$ cat config.mk
export PLATFORM = sky130hd
export DESIGN_NAME = transceiver_mgmt_rate_select
export DESIGN_NICKNAME = d
export VERILOG_FILES = /design/src/core/mgmt_pkg.sv /design/src/core/transceiver_mgmt_rate_select.sv /design/src/core/pin_sync.sv
export VERILOG_INCLUDE_DIRS = /design/src /design/src/core
export SDC_FILE = /design/constraint.sdc
export NUM_CORES = 1
export LEC_CHECK = 0
export BUFFER_PORTS_ARGS = -buffer_cell sky130_fd_sc_hd__buf_2
export CAP_MARGIN = 0
export CORE_ASPECT_RATIO = 1.25
export CORE_MARGIN = 3
export CORE_UTILIZATION = 45
export CTS_CLUSTER_SIZE = 40
export DETAILED_ROUTE_END_ITERATION = 8
export GPL_ROUTABILITY_DRIVEN = 0
export GPL_TIMING_DRIVEN = 0
export MAX_ROUTING_LAYER = met4
export PLACE_DENSITY = 0.65
export SLEW_MARGIN = 40
export SYNTH_ARGS = -nofsm -noshare
export SYNTH_HDL_FRONTEND = slang
export SYNTH_HIERARCHICAL = 1
export SYNTH_SLANG_ARGS = --single-unit
export TNS_END_PERCENT = 50
$ cat constraint.sdc
create_clock -name clk -period 3 [get_ports clk]
set_input_delay 0.15 -clock clk [delete_from_list [all_inputs] [get_ports clk]]
set_output_delay 0.15 -clock clk [all_outputs]
set_load 0.03 [all_outputs]
$ cat src/core/mgmt_defs.svh
`ifndef MGMT_DEFS_SVH
`define MGMT_DEFS_SVH

// --------------------------------------------------------------
// management memory offsets
// --------------------------------------------------------------
`define OFF_CDR_BYPASS 8'h6f
`define OFF_RATE_SELECT 8'h75
`define OFF_ALARM_HI 8'h50
`define OFF_ALARM_LO 8'h51
`define OFF_WARN_HI 8'h52
`define OFF_WARN_LO 8'h53
// monitor words sit big-endian at 0x60..0x69
`define MON_PAGE 4'h6
`define MON_LAST 4'h9

// --------------------------------------------------------------
// fields and reset values
// --------------------------------------------------------------
`define RATE_8G_BIT 0
`define CDR_BYPASS_BIT 0
`define CONTROL_RESET 8'h00
`define DEV_ADDR_DEFAULT 7'h50

// --------------------------------------------------------------
// factory limits, one 16-bit word per channel
// order: temperature, bias, tx power, rx power, supply
// --------------------------------------------------------------
`define LIMIT_ALARM_HI 80'h5000_c000_c000_c000_9000
`define LIMIT_ALARM_LO 80'h0400_0400_0400_0400_7000
`define LIMIT_WARN_HI 80'h4800_b000_b000_b000_8c00
`define LIMIT_WARN_LO 80'h0800_0800_0800_0800_7400

`endif

$ cat src/core/mgmt_pkg.sv
package mgmt_pkg;

  // --------------------------------------------------------------
  // link engine states
  // --------------------------------------------------------------
  typedef enum logic [3:0] {
    ST_IDLE      = 4'h0,
    ST_ADDR      = 4'h1,
    ST_ADDR_ACK  = 4'h2,
    ST_OFFS      = 4'h3,
    ST_OFFS_ACK  = 4'h4,
    ST_WRITE     = 4'h5,
    ST_WRITE_ACK = 4'h6,
    ST_READ      = 4'h7,
    ST_READ_ACK  = 4'h8
  } link_state_e;

  // live measurements, temperature in the top word
  typedef struct packed {
    logic [15:0] temperature;
    logic [15:0] bias;
    logic [15:0] tx_power;
    logic [15:0] rx_power;
    logic [15:0] supply;
  } monitors_s;

  // one bit per channel, bit 4 is temperature
  typedef struct packed {
    logic [4:0] alarm_hi;
    logic [4:0] alarm_lo;
    logic [4:0] warn_hi;
    logic [4:0] warn_lo;
  } flags_s;

endpackage

$ cat src/core/transceiver_mgmt_rate_select.sv
// How it works
// RL1 - byte 117 bit 0 selects 8G rate
// RL2 - byte 111 bit 0 bypasses clock recovery
// RL3 - reset returns 10G rate, recovery active
// RL4 - host alone drives the serial clock
// RL5 - data captured on rising clock edge
// RL6 - returned data changes on falling edge
// RL7 - data line shared, open drain
// RL8 - host frames transfers with start, stop
// RL9 - byte memory, random and sequential access
// RL10 - live measurements readable through memory
// RL11 - alarm, warning flags track factory limits
// RL12 - protected writes ignored, transfer still acked
`timescale 1ns/100ps
`include "mgmt_defs.svh"

module transceiver_mgmt_rate_select
  import mgmt_pkg::*;
#(
  parameter logic [6:0] DEV_ADDR = `DEV_ADDR_DEFAULT
) (
  input wire logic clk,
  input wire logic rst_n,
  input wire logic scl,
  input wire logic sda_in,
  output logic sda_out,
  output logic sda_oe,
  input wire monitors_s monitors,
  output logic rate_8g,
  output logic cdr_bypass,
  output logic alarm_any,
  output logic warn_any
);

  if (DEV_ADDR < 7'h08) begin : g_check
    $error("device address falls in the reserved range");
  end

  // --------------------------------------------------------------
  // pin sampling and edge finding
  // --------------------------------------------------------------
  logic scl_s, sda_s, scl_d, sda_d;

  // RL4 clock from host
  pin_sync #(.WIDTH(2)) u_sync (.clk(clk), .rst_n(rst_n), .pin({scl, sda_in}),
    .sync({scl_s, sda_s}));

  // delayed copies; idle level high so reset brings no false edge
  always_ff @(posedge clk) begin
    if (!rst_n) {scl_d, sda_d} <= 2'h3;
    else {scl_d, sda_d} <= {scl_s, sda_s};
  end

  // RL8 start and stop framing
  wire scl_rise = scl_s & ~scl_d;
  wire scl_fall = ~scl_s & scl_d;
  wire start_cond = scl_s & scl_d & sda_d & ~sda_s;
  wire stop_cond = scl_s & scl_d & ~sda_d & sda_s;

  // --------------------------------------------------------------
  // link engine
  // --------------------------------------------------------------
  link_state_e st;
  logic [7:0] shift_in;
  logic [7:0] tx;
  logic [2:0] bit_cnt;
  logic byte_done;
  logic rd_mode;
  logic host_ack;
  logic [7:0] ptr;
  logic [7:0] cdr_bypass_control;
  logic [7:0] rate_select_control;
  flags_s flags;
  logic [7:0] rd_byte;

  wire in_data = (st == ST_ADDR) || (st == ST_OFFS) || (st == ST_WRITE) || (st == ST_READ);
  wire at_fall_done = scl_fall & byte_done;
  wire addr_hit = shift_in[7:1] == DEV_ADDR;
  // RL12 only two bytes are writable
  wire wr_ok = (ptr == `OFF_CDR_BYPASS) || (ptr == `OFF_RATE_SELECT);
  wire wr_en = at_fall_done & (st == ST_WRITE) & wr_ok;
  wire ptr_inc = at_fall_done & ((st == ST_WRITE) || (st == ST_READ));

  // bit counting on host clock rises
  always_ff @(posedge clk) begin
    if (!rst_n || start_cond) begin
      bit_cnt <= 3'h0;
      byte_done <= 1'b0;
    end else if (scl_rise && in_data) begin
      bit_cnt <= bit_cnt + 3'h1;
      byte_done <= bit_cnt == 3'h7;
    end else if (scl_fall) begin
      byte_done <= 1'b0;
    end
  end

  // RL5 capture on rise
  always_ff @(posedge clk) begin
    if (!rst_n) begin
      shift_in <= 8'h00;
      host_ack <= 1'b0;
    end else if (scl_rise) begin
      shift_in <= {shift_in[6:0], sda_s};
      host_ack <= ~sda_s;
    end
  end

  // state walk; start and stop act while the clock is high, every other step happens on a falling clock edge
  always_ff @(posedge clk) begin
    if (!rst_n || stop_cond) begin
      st <= ST_IDLE;
      rd_mode <= 1'b0;
    end else if (start_cond) begin
      st <= ST_ADDR;
    end else if (scl_fall) begin
      unique case (st)
        ST_IDLE: st <= ST_IDLE;
        ST_ADDR: begin
          if (byte_done) begin
            st <= addr_hit ? ST_ADDR_ACK : ST_IDLE;
            rd_mode <= shift_in[0];
          end
        end
        ST_ADDR_ACK: st <= rd_mode ? ST_READ : ST_OFFS;
        ST_OFFS: if (byte_done) st <= ST_OFFS_ACK;
        ST_OFFS_ACK: st <= ST_WRITE;
        ST_WRITE: if (byte_done) st <= ST_WRITE_ACK;
        ST_WRITE_ACK: st <= ST_WRITE;
        ST_READ: if (byte_done) st <= ST_READ_ACK;
        // a host nack ends the read, the stop follows
        ST_READ_ACK: st <= host_ack ? ST_READ : ST_IDLE;
        default: st <= ST_IDLE;
      endcase
    end
  end

  // RL9 random offset load, sequential advance
  always_ff @(posedge clk) begin
    if (!rst_n) begin
      ptr <= 8'h00;
    end else if (at_fall_done && st == ST_OFFS) begin
      ptr <= shift_in;
    end else if (ptr_inc) begin
      ptr <= ptr + 8'h01;
    end
  end

  // --------------------------------------------------------------
  // data line drive, open drain: only ever pulls low
  // --------------------------------------------------------------
  wire ack_slot = at_fall_done &
    ((st == ST_ADDR && addr_hit) || st == ST_OFFS || st == ST_WRITE);
  wire load_tx = scl_fall &
    ((st == ST_ADDR_ACK && rd_mode) || (st == ST_READ_ACK && host_ack));

  // RL6 change on fall
  // RL7 shared line
  always_ff @(posedge clk) begin
    if (!rst_n || start_cond || stop_cond) begin
      sda_oe <= 1'b0;
      tx <= 8'h00;
    end else if (load_tx) begin
      tx <= rd_byte;
      sda_oe <= ~rd_byte[7];
    end else if (scl_fall && st == ST_READ && !byte_done) begin
      tx <= {tx[6:0], 1'b0};
      sda_oe <= ~tx[6];
    end else if (scl_fall) begin
      sda_oe <= ack_slot;
    end
  end

  always_ff @(posedge clk) begin
    sda_out <= 1'b0;
  end

  // --------------------------------------------------------------
  // control bytes; no reset other than power-up
  // --------------------------------------------------------------
  // RL1 RL2 RL3 RL12 stored only when writable
  always_ff @(posedge clk) begin
    if (!rst_n) begin
      cdr_bypass_control <= `CONTROL_RESET;
      rate_select_control <= `CONTROL_RESET;
    end else if (wr_en && ptr == `OFF_CDR_BYPASS) begin
      cdr_bypass_control <= shift_in;
    end else if (wr_en && ptr == `OFF_RATE_SELECT) begin
      rate_select_control <= shift_in;
    end
  end

  // RL1 RL2 apply settings
  always_ff @(posedge clk) begin
    if (!rst_n) begin
      rate_8g <= 1'b0;
      cdr_bypass <= 1'b0;
    end else begin
      rate_8g <= rate_select_control[`RATE_8G_BIT];
      cdr_bypass <= cdr_bypass_control[`CDR_BYPASS_BIT];
    end
  end

  // --------------------------------------------------------------
  // monitors and flags
  // --------------------------------------------------------------
  wire [4:0][15:0] mon = monitors;
  localparam logic [4:0][15:0] AHI = `LIMIT_ALARM_HI;
  localparam logic [4:0][15:0] ALO = `LIMIT_ALARM_LO;
  localparam logic [4:0][15:0] WHI = `LIMIT_WARN_HI;
  localparam logic [4:0][15:0] WLO = `LIMIT_WARN_LO;

  // RL11 per-channel compare
  for (genvar i = 0; i < 5; i++) begin : g_chan
    always_ff @(posedge clk) begin
      if (!rst_n) begin
        {flags.alarm_hi[i], flags.alarm_lo[i], flags.warn_hi[i], flags.warn_lo[i]} <= 4'h0;
      end else begin
        {flags.alarm_hi[i], flags.alarm_lo[i], flags.warn_hi[i], flags.warn_lo[i]} <=
          {mon[i] > AHI[i], mon[i] < ALO[i], mon[i] > WHI[i], mon[i] < WLO[i]};
      end
    end
  end

  // summary pins lag the flags by one clock
  always_ff @(posedge clk) begin
    if (!rst_n) {alarm_any, warn_any} <= 2'h0;
    else {alarm_any, warn_any} <= {|{flags.alarm_hi, flags.alarm_lo}, |{flags.warn_hi, flags.warn_lo}};
  end

  // RL10 read map, live values sampled at byte load
  wire mon_hit = (ptr[7:4] == `MON_PAGE) && (ptr[3:0] <= `MON_LAST);
  wire [2:0] mon_idx = 3'h4 - ptr[3:1];
  wire [15:0] mon_word = mon[mon_idx];
  wire [7:0] mon_byte = ptr[0] ? mon_word[7:0] : mon_word[15:8];
  assign rd_byte =
    mon_hit ? mon_byte :
    (ptr == `OFF_ALARM_HI) ? {3'h0, flags.alarm_hi} :
    (ptr == `OFF_ALARM_LO) ? {3'h0, flags.alarm_lo} :
    (ptr == `OFF_WARN_HI) ? {3'h0, flags.warn_hi} :
    (ptr == `OFF_WARN_LO) ? {3'h0, flags.warn_lo} :
    (ptr == `OFF_CDR_BYPASS) ? cdr_bypass_control :
    (ptr == `OFF_RATE_SELECT) ? rate_select_control : 8'h00;

  // --------------------------------------------------------------
  // assertions
  // --------------------------------------------------------------
  property p_rate_write;
    @(posedge clk) disable iff (!rst_n)
    (wr_en && ptr == `OFF_RATE_SELECT) |=> ##1 (rate_8g == $past(shift_in[0], 2));
  endproperty
  a_rate_write: assert property (p_rate_write) else $error("rate bit not applied"); // RL1
  property p_cdr_write;
    @(posedge clk) disable iff (!rst_n)
    (wr_en && ptr == `OFF_CDR_BYPASS) |=> ##1 (cdr_bypass == $past(shift_in[0], 2));
  endproperty
  a_cdr_write: assert property (p_cdr_write) else $error("bypass bit not applied"); // RL2
  property p_reset_default;
    @(posedge clk) !rst_n ##1 !rst_n |=> (!rate_8g && !cdr_bypass && !sda_oe);
  endproperty
  a_reset_default: assert property (p_reset_default) else $error("reset defaults wrong"); // RL3
  property p_capture_rise;
    @(posedge clk) disable iff (!rst_n)
    scl_rise |=> (shift_in[0] == $past(sda_s));
  endproperty
  a_capture_rise: assert property (p_capture_rise) else $error("data not captured"); // RL5
  property p_drive_on_fall;
    @(posedge clk) disable iff (!rst_n)
    $rose(sda_oe) |-> $past(scl_fall);
  endproperty
  a_drive_on_fall: assert property (p_drive_on_fall) else $error("data changed off fall"); // RL6
  property p_drive_states;
    @(posedge clk) disable iff (!rst_n)
    sda_oe |-> (st == ST_ADDR_ACK || st == ST_OFFS_ACK || st == ST_WRITE_ACK || st == ST_READ);
  endproperty
  a_drive_states: assert property (p_drive_states) else $error("line driven out of turn"); // RL7
  property p_seq_advance;
    @(posedge clk) disable iff (!rst_n)
    (at_fall_done && st == ST_READ) |=> (ptr == $past(ptr) + 8'h01);
  endproperty
  a_seq_advance: assert property (p_seq_advance) else $error("pointer did not advance"); // RL9
  property p_alarm_flag;
    @(posedge clk) disable iff (!rst_n)
    (monitors.temperature > AHI[4]) ##1 (monitors.temperature > AHI[4]) |-> ##1 alarm_any;
  endproperty
  a_alarm_flag: assert property (p_alarm_flag) else $error("alarm not raised"); // RL11
  property p_protect;
    @(posedge clk) disable iff (!rst_n)
    (at_fall_done && st == ST_WRITE && !wr_ok) |=>
      ($stable(cdr_bypass_control) && $stable(rate_select_control) && st == ST_WRITE_ACK);
  endproperty
  a_protect: assert property (p_protect) else $error("protected write took effect"); // RL12

endmodule // transceiver_mgmt_rate_select

$ cat src/core/pin_sync.sv
`timescale 1ns/100ps

// two-stage synchroniser for pins from outside the clock domain
module pin_sync #(
  parameter int WIDTH = 2
) (
  input wire logic clk,
  input wire logic rst_n,
  input wire logic [WIDTH-1:0] pin,
  output logic [WIDTH-1:0] sync
);

  logic [WIDTH-1:0] meta;

  if (WIDTH < 1) begin : g_check
    $error("pin_sync needs at least one bit");
  end

  // first stage feeds only the second; idle lines sit high
  always_ff @(posedge clk) begin
    if (!rst_n) begin
      meta <= '1;
      sync <= '1;
    end else begin
      meta <= pin;
      sync <= meta;
    end
  end

endmodule // pin_sync

==> run_results.csv, run 1 <==
group,metric,value,unit
grt,grt_max_degree,15,
finish,fin_cells,758,
die,die_h,119,µm
die,coreArea,0.00981,mm²
timing,period_share,0.954,
timing,clock-skew-final,0.00576,ns
yosys,synth_nets,619,
pwr,p_sw_frac,0.231,
die,dieArea,0.0116,mm²
grt,antenna_found_initial,0,
die,start_util,0.472,
clocking,cts_max_path_buffers,2,
clocking,clk_latency,0.34,ns
route,drtPass1Iterations,4,
clocking,cts_buffers,9,
yosys,synthesis.area_per_instance,8.80,µm²
route,drt_wl_total,14.1,mm
pwr,pwr-share-seq,0.443,
timing,fmax,349,MHz
clocking,cts_tree,"yes",
yosys,netlist.top_cell.by_area,"dfxtp_1",
timing,maxSlewViolCount,0,
setup_path,crit_arrival,3.09,ns
placed_design,post-dp-hpwl,11.2,mm
timing,fin_crit,2.86,ns
pwr,ir_worst_vdd,0.264,mV
grt,grt_usage,0.250,
timing,hold_violations,0,
route,drt-initial-drc-count,215,
timing,setup_viol,0,
yosys,synth_async_sr_flop_share,0,
placed_design,dp_slack,-0.0105,ns
placed_design,io_buffers,88,
setup_path,start_kind,"flop",
pwr,p_leak,2.07,nW
die,io_pins,90,
route,wire_per_inst,18.7,µm
yosys,yosys-top-cells-area,"dfxtp_1 35%, mux4_2 7.3%, mux2i_1 5.0%",
outcome,status,"completed",
setup_path,required,3.23,ns
timing,maxSlewHeadroom,0.480,
grt,globalRouteOverflowTotal,0,
route,dr_total_vias,4609,
grt,grt_pass1_vias,4486,
timing,setup_ws,0.138,ns
setup_path,r2r_setup_slack,0.14,ns
setup_path,critPathKind,"reg2reg",
yosys,synth_enable_flop_cells,0,
grt,grt_pass1_wl,22.5,mm
yosys,netlist.area_leader.share,0.346,
pwr,p_per_area,443,mW/mm²
setup_path,crit_fanout,10,
yosys,synth_seq_cells,80,
route,via_per_inst,6.08,
pwr,power_frac_comb,0.084,
finish,syn2layout_area_growth,20.5,%
yosys,yosys_most_used_dff,"dfxtp_1",
die,num_rows,40,
clocking,cts.clk_slew.worst_paths,0.06,ns
timing,rsz0062_at_grt,"no",
yosys,synth_cell_types,72,
finish,num-fill-cells,946,
die,die-width,96.7,µm
yosys,netlist_area,0.00463,mm²
yosys,synth-seq-area-share,0.346,
yosys,syn-instance-count,526,
placed_design,post-place-cells,740,
pwr,p_switching,0.000571,W
pwr,pwr-share-clk,0.474,
run,drv_cap,0,
clocking,htreeDepth,3,
yosys,ys_warn_count,6,
route,drcViolationCount,0,
yosys,synth_most_common_cell,"dfxtp_1",
clocking,cts-root-buf,"clkbuf_16",
finish,nNetsFinal,720,
worst_hold_path,hp-class,"in2reg",
pwr,internal_power,0.00190,W
route,antenna_left,0,
yosys,synth_common_cells,"80 x dfxtp_1, 48 x nor2_1, 44 x nand2_1, 34 x a21oi_1, 23 x mux2i_1",
setup_path,crit_path_end_kind,"flop",
finish,n_antenna_cell,0,
timing,tightest_slew,0.781,ns
finish,drive_above_1_share,0.244,
clocking,cts_sinks,80,
==> worst max-delay path: stages, from the launching register on <==
cell      delay, ns
dfxtp_2        0.45
buf_6          0.22
buf_6          0.19
inv_1          0.10
ha_1           0.28
buf_2          0.24
clkbuf_4       0.27
mux4_2         0.32
a221oi_1       0.34
o32ai_1        0.15
o21a_1         0.19
==> through the flow <==
stage	utilization	setup TNS (ns)	total power, W	cell area, µm²	hold slack (ns)
2_1_floorplan	-	0	0.00120	4630	0.223
6_report	0.569	0	0.00247	5580	0.0345
3_3_place_gp	0.533	-0.00378	0.00131	5230	0.330
4_1_cts	0.568	0	0.00248	5570	0.0266
3_5_place_dp	0.533	-0.0105	0.00132	5230	0.336
5_1_grt	0.569	0	0.00256	5580	0.0359
==> repair_timing <==
item | in CTS | in global routing
hold endpoints to repair | 2 | 0
pin swaps | 0 | 0
resized for setup | 1 | 3
setup buffers | 0 | 0
hold buffers | 2 | 0
setup endpoints to repair | 1 | 5
==> layout by cell type, fill, tap and decap left out, types with 11 or more instances in the layout <==
cell / n
o21ai_0: 17
a21oi_1: 34
clkbuf_1: 15
inv_1: 11
nand3_1: 19
a31oi_1: 12
dfxtp_1: 79
nor4_1: 22
a221oi_1: 16
nand2b_1: 14
mux2i_1: 23
nand2_1: 44
buf_2: 98
nor3_1: 15
mux4_2: 15
nor2_1: 48
==> layout make-up <==
class	instances	area, µm²	share of cell area
multi-input combinational	397	2790	0.501
sequential	80	1600	0.287
timing repair buffer	90	460	0.0825
clock buffer	9	225	0.0404
buffer	36	190	0.0341
tap	126	158	0.0283
clock inverter	7	96.3	0.0173
inverter	13	52.6	0.00942
==> cell families after synthesis <==
| logic type | after synthesis | synth area share |
|---|---|---|
| and+or+nand+nor | 213 | 0.243 |
| DFF | 80 | 0.346 |
| muxes | 40 | 0.128 |
| AOI/OAI and AO/OA | 128 | 0.194 |
| buffers and inverters | 49 | 0.0511 |
| adders and majority gates | 9 | 0.0243 |
| other | 1 | 0.000810 |
| xor gates and xnor gates | 6 | 0.0130 |
==> path summary, 6_finish.rpt <==
path,startpoint,end,cells after the start
max reg2reg,ptr[1]$_SDFFE_PN0P_,tx[3]$_SDFFE_PP0P_,10
min reg2reg,u_sync/meta[1]$_SDFF_PN1_,u_sync/sync[1]$_SDFF_PN1_,1
min,monitors[42],flags[12]$_SDFF_PN0_,2
max,ptr[1]$_SDFFE_PN0P_,tx[3]$_SDFFE_PP0P_,10
==> routing by layer <==
layer / vias to the layer above / track usage / part of all wire
met5: - / - / 0
met4: 0 / 0.122 / 0.048
met2: 189 / 0.427 / 0.49
li1: 2196 / - / -
met1: 2178 / 0.285 / 0.41
met3: 46 / 0.0387 / 0.048
==> registers in the layout, indices dropped and copies added (netlist names) <==
signal	count
rate_select_control	8
sda_oe	1
warn_any	1
ptr	8
u_sync/meta	2
scl_d	1
rate_8g	1
cdr_bypass	1
st	4
shift_in	8
host_ack	1
u_sync/sync	2
sda_d	1
byte_done	1
rd_mode	1
alarm_any	1
tx	7
cdr_bypass_control	8
bit_cnt	3
flags	20
==> power groups by stage <==
stage               Combinational, W  Sequential [W]  Clock, W
floorplan                  0.0000844         0.00112         0
global placement            0.000199         0.00112         0
detailed placement          0.000201         0.00112         0
CTS                         0.000204         0.00109   0.00118
global route                0.000221         0.00109   0.00124
finish                      0.000207         0.00109   0.00117
Note: power is estimated with default switching activity, not from simulation.
==> run 2: changes to the inputs <==
--- a/config.mk
+++ b/config.mk
@@ -9,7 +9,7 @@
 export BUFFER_PORTS_ARGS = -buffer_cell sky130_fd_sc_hd__buf_2
 export CAP_MARGIN = 0
 export CORE_ASPECT_RATIO = 1.25
-export CORE_MARGIN = 3
+export CORE_MARGIN = 2
 export CORE_UTILIZATION = 45
 export CTS_CLUSTER_SIZE = 40
 export DETAILED_ROUTE_END_ITERATION = 8
==> run 2 against run 1 <==
  * Design area shrank 0.22%
  * Critical path type unchanged
  * Via count about the same
  * Clock power shrank 5%
  * Sequential power is essentially flat
  * Clock skew shrank 0.00070 ns
  * Setup slack better by 0.043 ns
  * Utilization shrank 1.5 points
  * Power shrank 2.3%
  * Combinational power about the same
  * First-iteration DRC count rose by 51%
==> run_results.csv, run 2 (synthesis results as in run 1) <==
group,metric,value,unit
setup_path,start_kind,"flop",
run,drv_cap,0,
die,coreArea,0.0101,mm²
worst_hold_path,whs_path_depth,2,
placed_design,post-dp-hpwl,10.9,mm
grt,grt_usage,0.262,
finish,most-common-layout-cells,"99 x buf_2, 79 x dfxtp_1, 48 x nor2_1, 44 x nand2_1, 34 x a21oi_1",
timing,hold_violations,0,
route,dr_total_vias,4608,
clocking,cts-root-buf,"clkbuf_16",
grt,antenna_found_initial,0,
finish,drive_above_1_share,0.244,
clocking,cts_sinks,80,
die,start_util,0.461,
outcome,status,"completed",
route,wl_met2,6.80,mm
timing,maxSlewHeadroom,0.479,
route,drcViolationCount,0,
setup_path,worstRegToRegCells,10,
route,drtPass1Iterations,5,
placed_design,io_buffers,88,
timing,maxSlewViolCount,0,
route,drt-initial-drc-count,325,
setup_path,reg2reg_to,"tx[2]$_SDFFE_PP0P_",
clocking,cts_tree,"yes",
finish,n_antenna_cell,0,
clocking,clk_latency,0.34,ns
grt,grt_max_degree,13,
die,num_rows,41,
grt,globalRouteOverflowTotal,0,
timing,period_share,0.940,
finish,final_common_cell,"buf_2",
route,dr_wl_met3,870,µm
setup_path,crit_path_end_kind,"flop",
clocking,cts.clk_slew.worst_paths,0.05,ns
worst_hold_path,holdPathEnd,"flags[14]$_SDFF_PN0_",
timing,setup_tns,0,ns
setup_path,crit_arrival,3.05,ns
die,die-width,94.7,µm
route,wl_met1,5.62,mm
route,via_per_inst,6.06,
timing,clock-skew-final,0.00506,ns
setup_path,r2r_setup_slack,0.18,ns
die,dieArea,0.0111,mm²
timing,setup_ws,0.181,ns
finish,largest_reg_flops,20,
route,antenna_left,0,
clocking,cts_max_path_buffers,2,
finish,nNetsFinal,720,
setup_path,critPathKind,"reg2reg",
route,highest_layer,"met4",
pwr,p_per_area,434,mW/mm²
worst_hold_path,hp-class,"in2reg",
setup_path,r2r_start,"ptr[1]$_SDFFE_PN0P_",
setup_path,required,3.23,ns
setup_path,crit_fanout,10,
route,wire_per_inst,18.4,µm
finish,syn2layout_area_growth,20.2,%
timing,tightest_slew,0.781,ns
clocking,cts_buffers,9,
timing,fin_crit,2.82,ns
worst_hold_path,hold_start,"monitors[74]",
grt,grt_pass1_wl,22.1,mm
setup_path,startpoint,"ptr[1]$_SDFFE_PN0P_",
die,io_pins,90,
clocking,cts_setup_buffers,0,
clocking,htreeDepth,3,
pwr,total_power,0.00241,W
route,drt_wl_total,14.0,mm
timing,fmax,355,MHz
grt,grt_pass1_vias,4361,
placed_design,dp_slack,0.00247,ns
timing,setup_viol,0,
pwr,ir_worst_vdd,0.239,mV
die,die_h,117,µm
timing,rsz0062_at_grt,"no",
pwr,p_leak,2.08,nW
run 2: cell types whose count changed in the layout (fill, tap and decap cells not counted):
cell / delta
buf_2: +1
clkbuf_8: +3
clkinv_4: -1
clkinv_2: +1
bufinv_16: -1
clkbuf_1: -1
clkbuf_2: +1
clkbuf_4: -1
clkinvlp_4: -3
run 2: worst max-delay path: stages (launching register included):
cell       delay [ns]
dfxtp_2          0.44
buf_6            0.21
buf_6            0.18
inv_1            0.10
ha_1             0.28
buf_2            0.23
buf_2            0.28
mux4_2           0.36
a221oi_1         0.31
o21ai_0          0.13
o2bb2ai_1        0.16
run 2: metal layers:
layer,GRT usage,vias to the layer above
met2,0.422,234
met3,0.0411,54
met4,0.140,0
met1,0.309,2135
li1,-,2185
met5,-,-
run 2: cell type report:
type	count	area, µm²
timing repair buffer	90	460
buffer	36	189
fill	980	4490
clock buffer	12	267
inverter	13	52.6
sequential	80	1600
multi-input combinational	397	2790
clock inverter	3	40.0
tap	129	161
run 2: what timing repair did:
| action | 4_1_cts | 5_1_grt |
|---|---|---|
| setup endpoints to repair | 1 | 5 |
| endpoints found under the hold margin | 2 | 0 |
| gates resized for setup | 1 | 4 |
| hold buffers | 2 | 0 |
run 2: how the worst max path moves through the flow:
stage	end	slack (ns)	depth (start not counted)
after global routing	tx[3]$_SDFFE_PP0P_	0.0007	10
after floorplan	tx[3]$_SDFFE_PP0P_	0.53	10
after global placement	tx[3]$_SDFFE_PP0P_	0.02	10
after CTS	tx[3]$_SDFFE_PP0P_	0.04	10
after detailed placement	tx[0]$_SDFFE_PP0P_	0.002	8
final	tx[2]$_SDFFE_PP0P_	0.18	10
run 2: where the power goes:
part	internal, W	switching (W)	total (W)
logic	0.0000894	0.000118	0.000208
registers	0.00108	0.0000117	0.00109
clock network	0.000704	0.000409	0.00111
total	0.00187	0.000539	0.00241
run 2: metrics by stage:
step,hold WS [ns],cells,instance area (µm²),util
5_1_grt,0.0285,760,5570,0.554
6_report,0.0379,760,5570,0.554
4_1_cts,0.0255,760,5560,0.553
2_1_floorplan,0.223,526,4630,-
3_3_place_gp,0.333,743,5230,0.520
3_5_place_dp,0.339,743,5230,0.520
==> run 3: changes to the inputs <==
--- a/config.mk
+++ b/config.mk
@@ -20,6 +20,5 @@
 export SLEW_MARGIN = 40
 export SYNTH_ARGS = -nofsm -noshare
 export SYNTH_HDL_FRONTEND = slang
-export SYNTH_HIERARCHICAL = 1
 export SYNTH_SLANG_ARGS = --single-unit
 export TNS_END_PERCENT = 50
==> run 3 against run 2 <==
  * Setup slack worse by 0.015 ns
  * Clock power hardly changed
  * Critical path type unchanged
  * Highest routed layer unchanged
  * Synthesized area is 1.0% lower
  * Non-clock buffer count is 4 lower
  * Fmax is 0.53% lower
  * First-iteration DRC count is 21% lower
  * Synthesized cell count is 2.9% higher
  * Design area hardly changed
  * Critical endpoint is now tx[0]$_SDFFE_PP0P_
  * Hold slack worse by 0.021 ns
  * Utilization is 0.27 points higher
==> run_results.csv, run 3 <==
group,metric,value,unit
worst_hold_path,hp-class,"in2reg",
clocking,cts_sinks,80,
timing,setup_tns,0,ns
timing,tightest_slew,0.734,ns
setup_path,required,3.25,ns
route,dr_total_vias,4698,
grt,globalRouteOverflowTotal,0,
pwr,internal_power,0.00186,W
timing,rsz0062_at_grt,"yes",
pwr,pwr-share-seq,0.452,
finish,fin_cells,774,
setup_path,start_kind,"flop",
timing,clock-skew-final,0.00527,ns
yosys,synth_nets,634,
yosys,synth_most_common_cell,"dfxtp_1",
timing,period_share,0.945,
finish,nNetsFinal,733,
yosys,yosys_most_used_dff,"dfxtp_1",
timing,setup_viol,0,
pwr,total_power,0.00241,W
pwr,p_switching,0.000555,W
yosys,netlist_area,0.00458,mm²
yosys,synth-adder-area-share,0.0246,
setup_path,crit_fanout,10,
route,drcViolationCount,0,
route,via_per_inst,6.07,
pwr,pwr-share-clk,0.462,
timing,hold_violations,0,
finish,largest_reg_flops,20,
setup_path,crit_family,"buffers and inverters",
finish,syn2layout_area_growth,21.4,%
die,coreArea,0.0100,mm²
finish,final_common_cell,"buf_2",
yosys,synth_compound_area_frac,0.170,
timing,fmax,353,MHz
clocking,cts_buffers,9,
yosys,netlist.top_cell.by_area,"dfxtp_1",
pwr,p_sw_frac,0.230,
timing,fin_crit,2.83,ns
finish,final-seq-area,0.00160,mm²
finish,drive_above_1_share,0.226,
clocking,cts_max_path_buffers,2,
grt,met1_usage,0.313,
placed_design,post-dp-hpwl,11.4,mm
timing,worst_hold_slack,0.0168,ns
grt,grt.busiest_layer,"met2",
clocking,htreeDepth,3,
pwr,ir_worst_vdd,0.191,mV
route,drtPass1Iterations,5,
placed_design,post-place-cells,757,
setup_path,cpMaxStageDelayCell,"dfxtp_2",
placed_design,io_buffers,87,
die,num_rows,41,
pwr,p_leak,1.99,nW
grt,antenna_found_initial,0,
placed_design,place_area,0.00518,mm²
yosys,synth_async_sr_flop_share,0,
setup_path,crit_chain,"buf_6 > buf_4 > inv_1 > ha_1 > clkbuf_1 > clkbuf_1 > a221oi_1 > nand4_1 > a31o_2 > o31ai_1",
yosys,synthMuxAreaShare,0.131,
clocking,cts.clk_slew.worst_paths,0.06,ns
yosys,synthSimpleGateAreaFrac,0.277,
clocking,cts_tree,"yes",
yosys,synth-seq-area-share,0.349,
route,antenna_left,0,
clocking,clk_latency,0.34,ns
clocking,cts-root-buf,"clkbuf_16",
finish,n_antenna_cell,0,
yosys,synth_enable_flop_cells,0,
pwr,power_frac_comb,0.086,
die,io_pins,90,
route,drt-initial-drc-count,256,
grt,grt_pass1_wl,22.6,mm
timing,maxSlewViolCount,0,
yosys,synth_xor_area_frac,0.00956,
grt,grt_max_degree,14,
setup_path,cpMostUsedCell,"clkbuf_1",
route,drt_wl_total,14.5,mm
finish,num-fill-cells,961,
setup_path,crit_path_end_kind,"flop",
yosys,synthesis.area_per_instance,8.47,µm²
yosys,syn-instance-count,541,
run,drv_cap,0,
setup_path,slowest_delay,0.43,ns
pwr,p_per_area,434,mW/mm²
die,die-width,94.3,µm
yosys,yosys-top-cells-area,"dfxtp_1 35%, mux4_2 7.4%, mux2i_1 5.5%",
yosys,ys_warn_count,0,
yosys,synth_cell_types,61,
timing,maxSlewHeadroom,0.507,
grt,use_met3,0.0455,
finish,multiInputGateArea,0.00285,mm²
grt,grt_usage,0.277,
yosys,synth_seq_cells,80,
die,die_h,117,µm
yosys,synth_common_cells,"80 x dfxtp_1, 64 x nand2_1, 54 x nor2_1, 44 x a21oi_1, 34 x nand3_1",
yosys,synth_top_family_by_area,"simple AND/OR/NAND/NOR gates",
die,dieArea,0.0110,mm²
setup_path,critPathKind,"reg2reg",
grt,grt_pass1_vias,4397,
finish,final_area,0.00556,mm²
outcome,status,"completed",
setup_path,crit_arrival,3.09,ns
setup_path,crit_buf_inv,5,
yosys,netlist.area_leader.share,0.349,
grt,use_met2,0.448,
die,start_util,0.458,
finish,most-common-layout-cells,"90 x buf_2, 79 x dfxtp_1, 64 x nand2_1, 53 x nor2_1, 44 x a21oi_1",
route,wire_per_inst,18.7,µm
## run 3: cell count changes in the layout (fill, tap and decap cells not counted), moves of 7 or more
cell      before  now
nand2_1       44   64
buf_2         99   90
a22oi_1        7    0
nand3_1       19   34
a21oi_1       34   44
clkbuf_1      14   22
## run 3: power groups by stage
stage	Clock [W]	Sequential, W	Combinational, W
finish	0.00112	0.00109	0.000207
CTS	0.00113	0.00109	0.000204
global placement	0	0.00111	0.000198
floorplan	0	0.00112	0.0000838
detailed placement	0	0.00111	0.000202
global route	0.00118	0.00109	0.000225
## run 3: area by class of cell
type                            instances  share of cell area
Timing Repair Buffer                   89              0.0819
Inverter                                8             0.00607
Buffer                                 33              0.0268
Tap cell                              129              0.0290
Sequential cell                        80               0.288
Clock inverter                          4             0.00922
Multi-Input combinational cell        419               0.513
Clock buffer                           12              0.0461
## run 3: cells by family after synthesis
kind of cell	Yosys count
simple gates	243
xor+xnor	5
other cells	1
compound gates	120
fa+ha+maj	9
mux	41
flops	80
buf+inv	42
## run 3: worst paths after layout
path | start | endpoint | slack [ns] | depth (start not counted)
max reg2reg | ptr[1]$_SDFFE_PN0P_ | tx[0]$_SDFFE_PP0P_ | 0.17 | 10
min reg2reg | u_sync.meta[0]$_SDFF_PN1_ | u_sync.sync[0]$_SDFF_PN1_ | 0.41 | 1
min | monitors[58] | flags[13]$_SDFF_PN0_ | 0.02 | 2
max | ptr[1]$_SDFFE_PN0P_ | tx[0]$_SDFFE_PP0P_ | 0.17 | 10
## run 3: per-layer routing
layer,share of wire,up-vias
met5,0,-
met4,0.067,0
met3,0.059,61
met2,0.49,227
met1,0.39,2192
li1,-,2218
## run 3: what timing repair did
action                                  CTS  global route
gates resized for setup                   8             7
hold buffers                              2             0
endpoints found under the setup margin    8             6
setup buffers                             0             0
endpoints found under the hold margin     2             0
pin swaps                                 0             0
## run 3: per-stage QoR
stage | setup slack [ns] | utilization
after CTS | 0.122 | 0.553
after global placement | -0.435 | 0.518
after global routing | -0.0305 | 0.556
after detailed placement | -0.516 | 0.518
final | 0.166 | 0.556
after floorplan | 0.239 | -
## run 3: worst register-to-register path, stage by stage (launching register included)
cell      delay [ns]
dfxtp_2         0.43
buf_6           0.22
buf_4           0.25
inv_1           0.15
ha_1            0.20
clkbuf_1        0.19
clkbuf_1        0.27
a221oi_1        0.40
nand4_1         0.16
a31o_2          0.29
o31ai_1         0.20
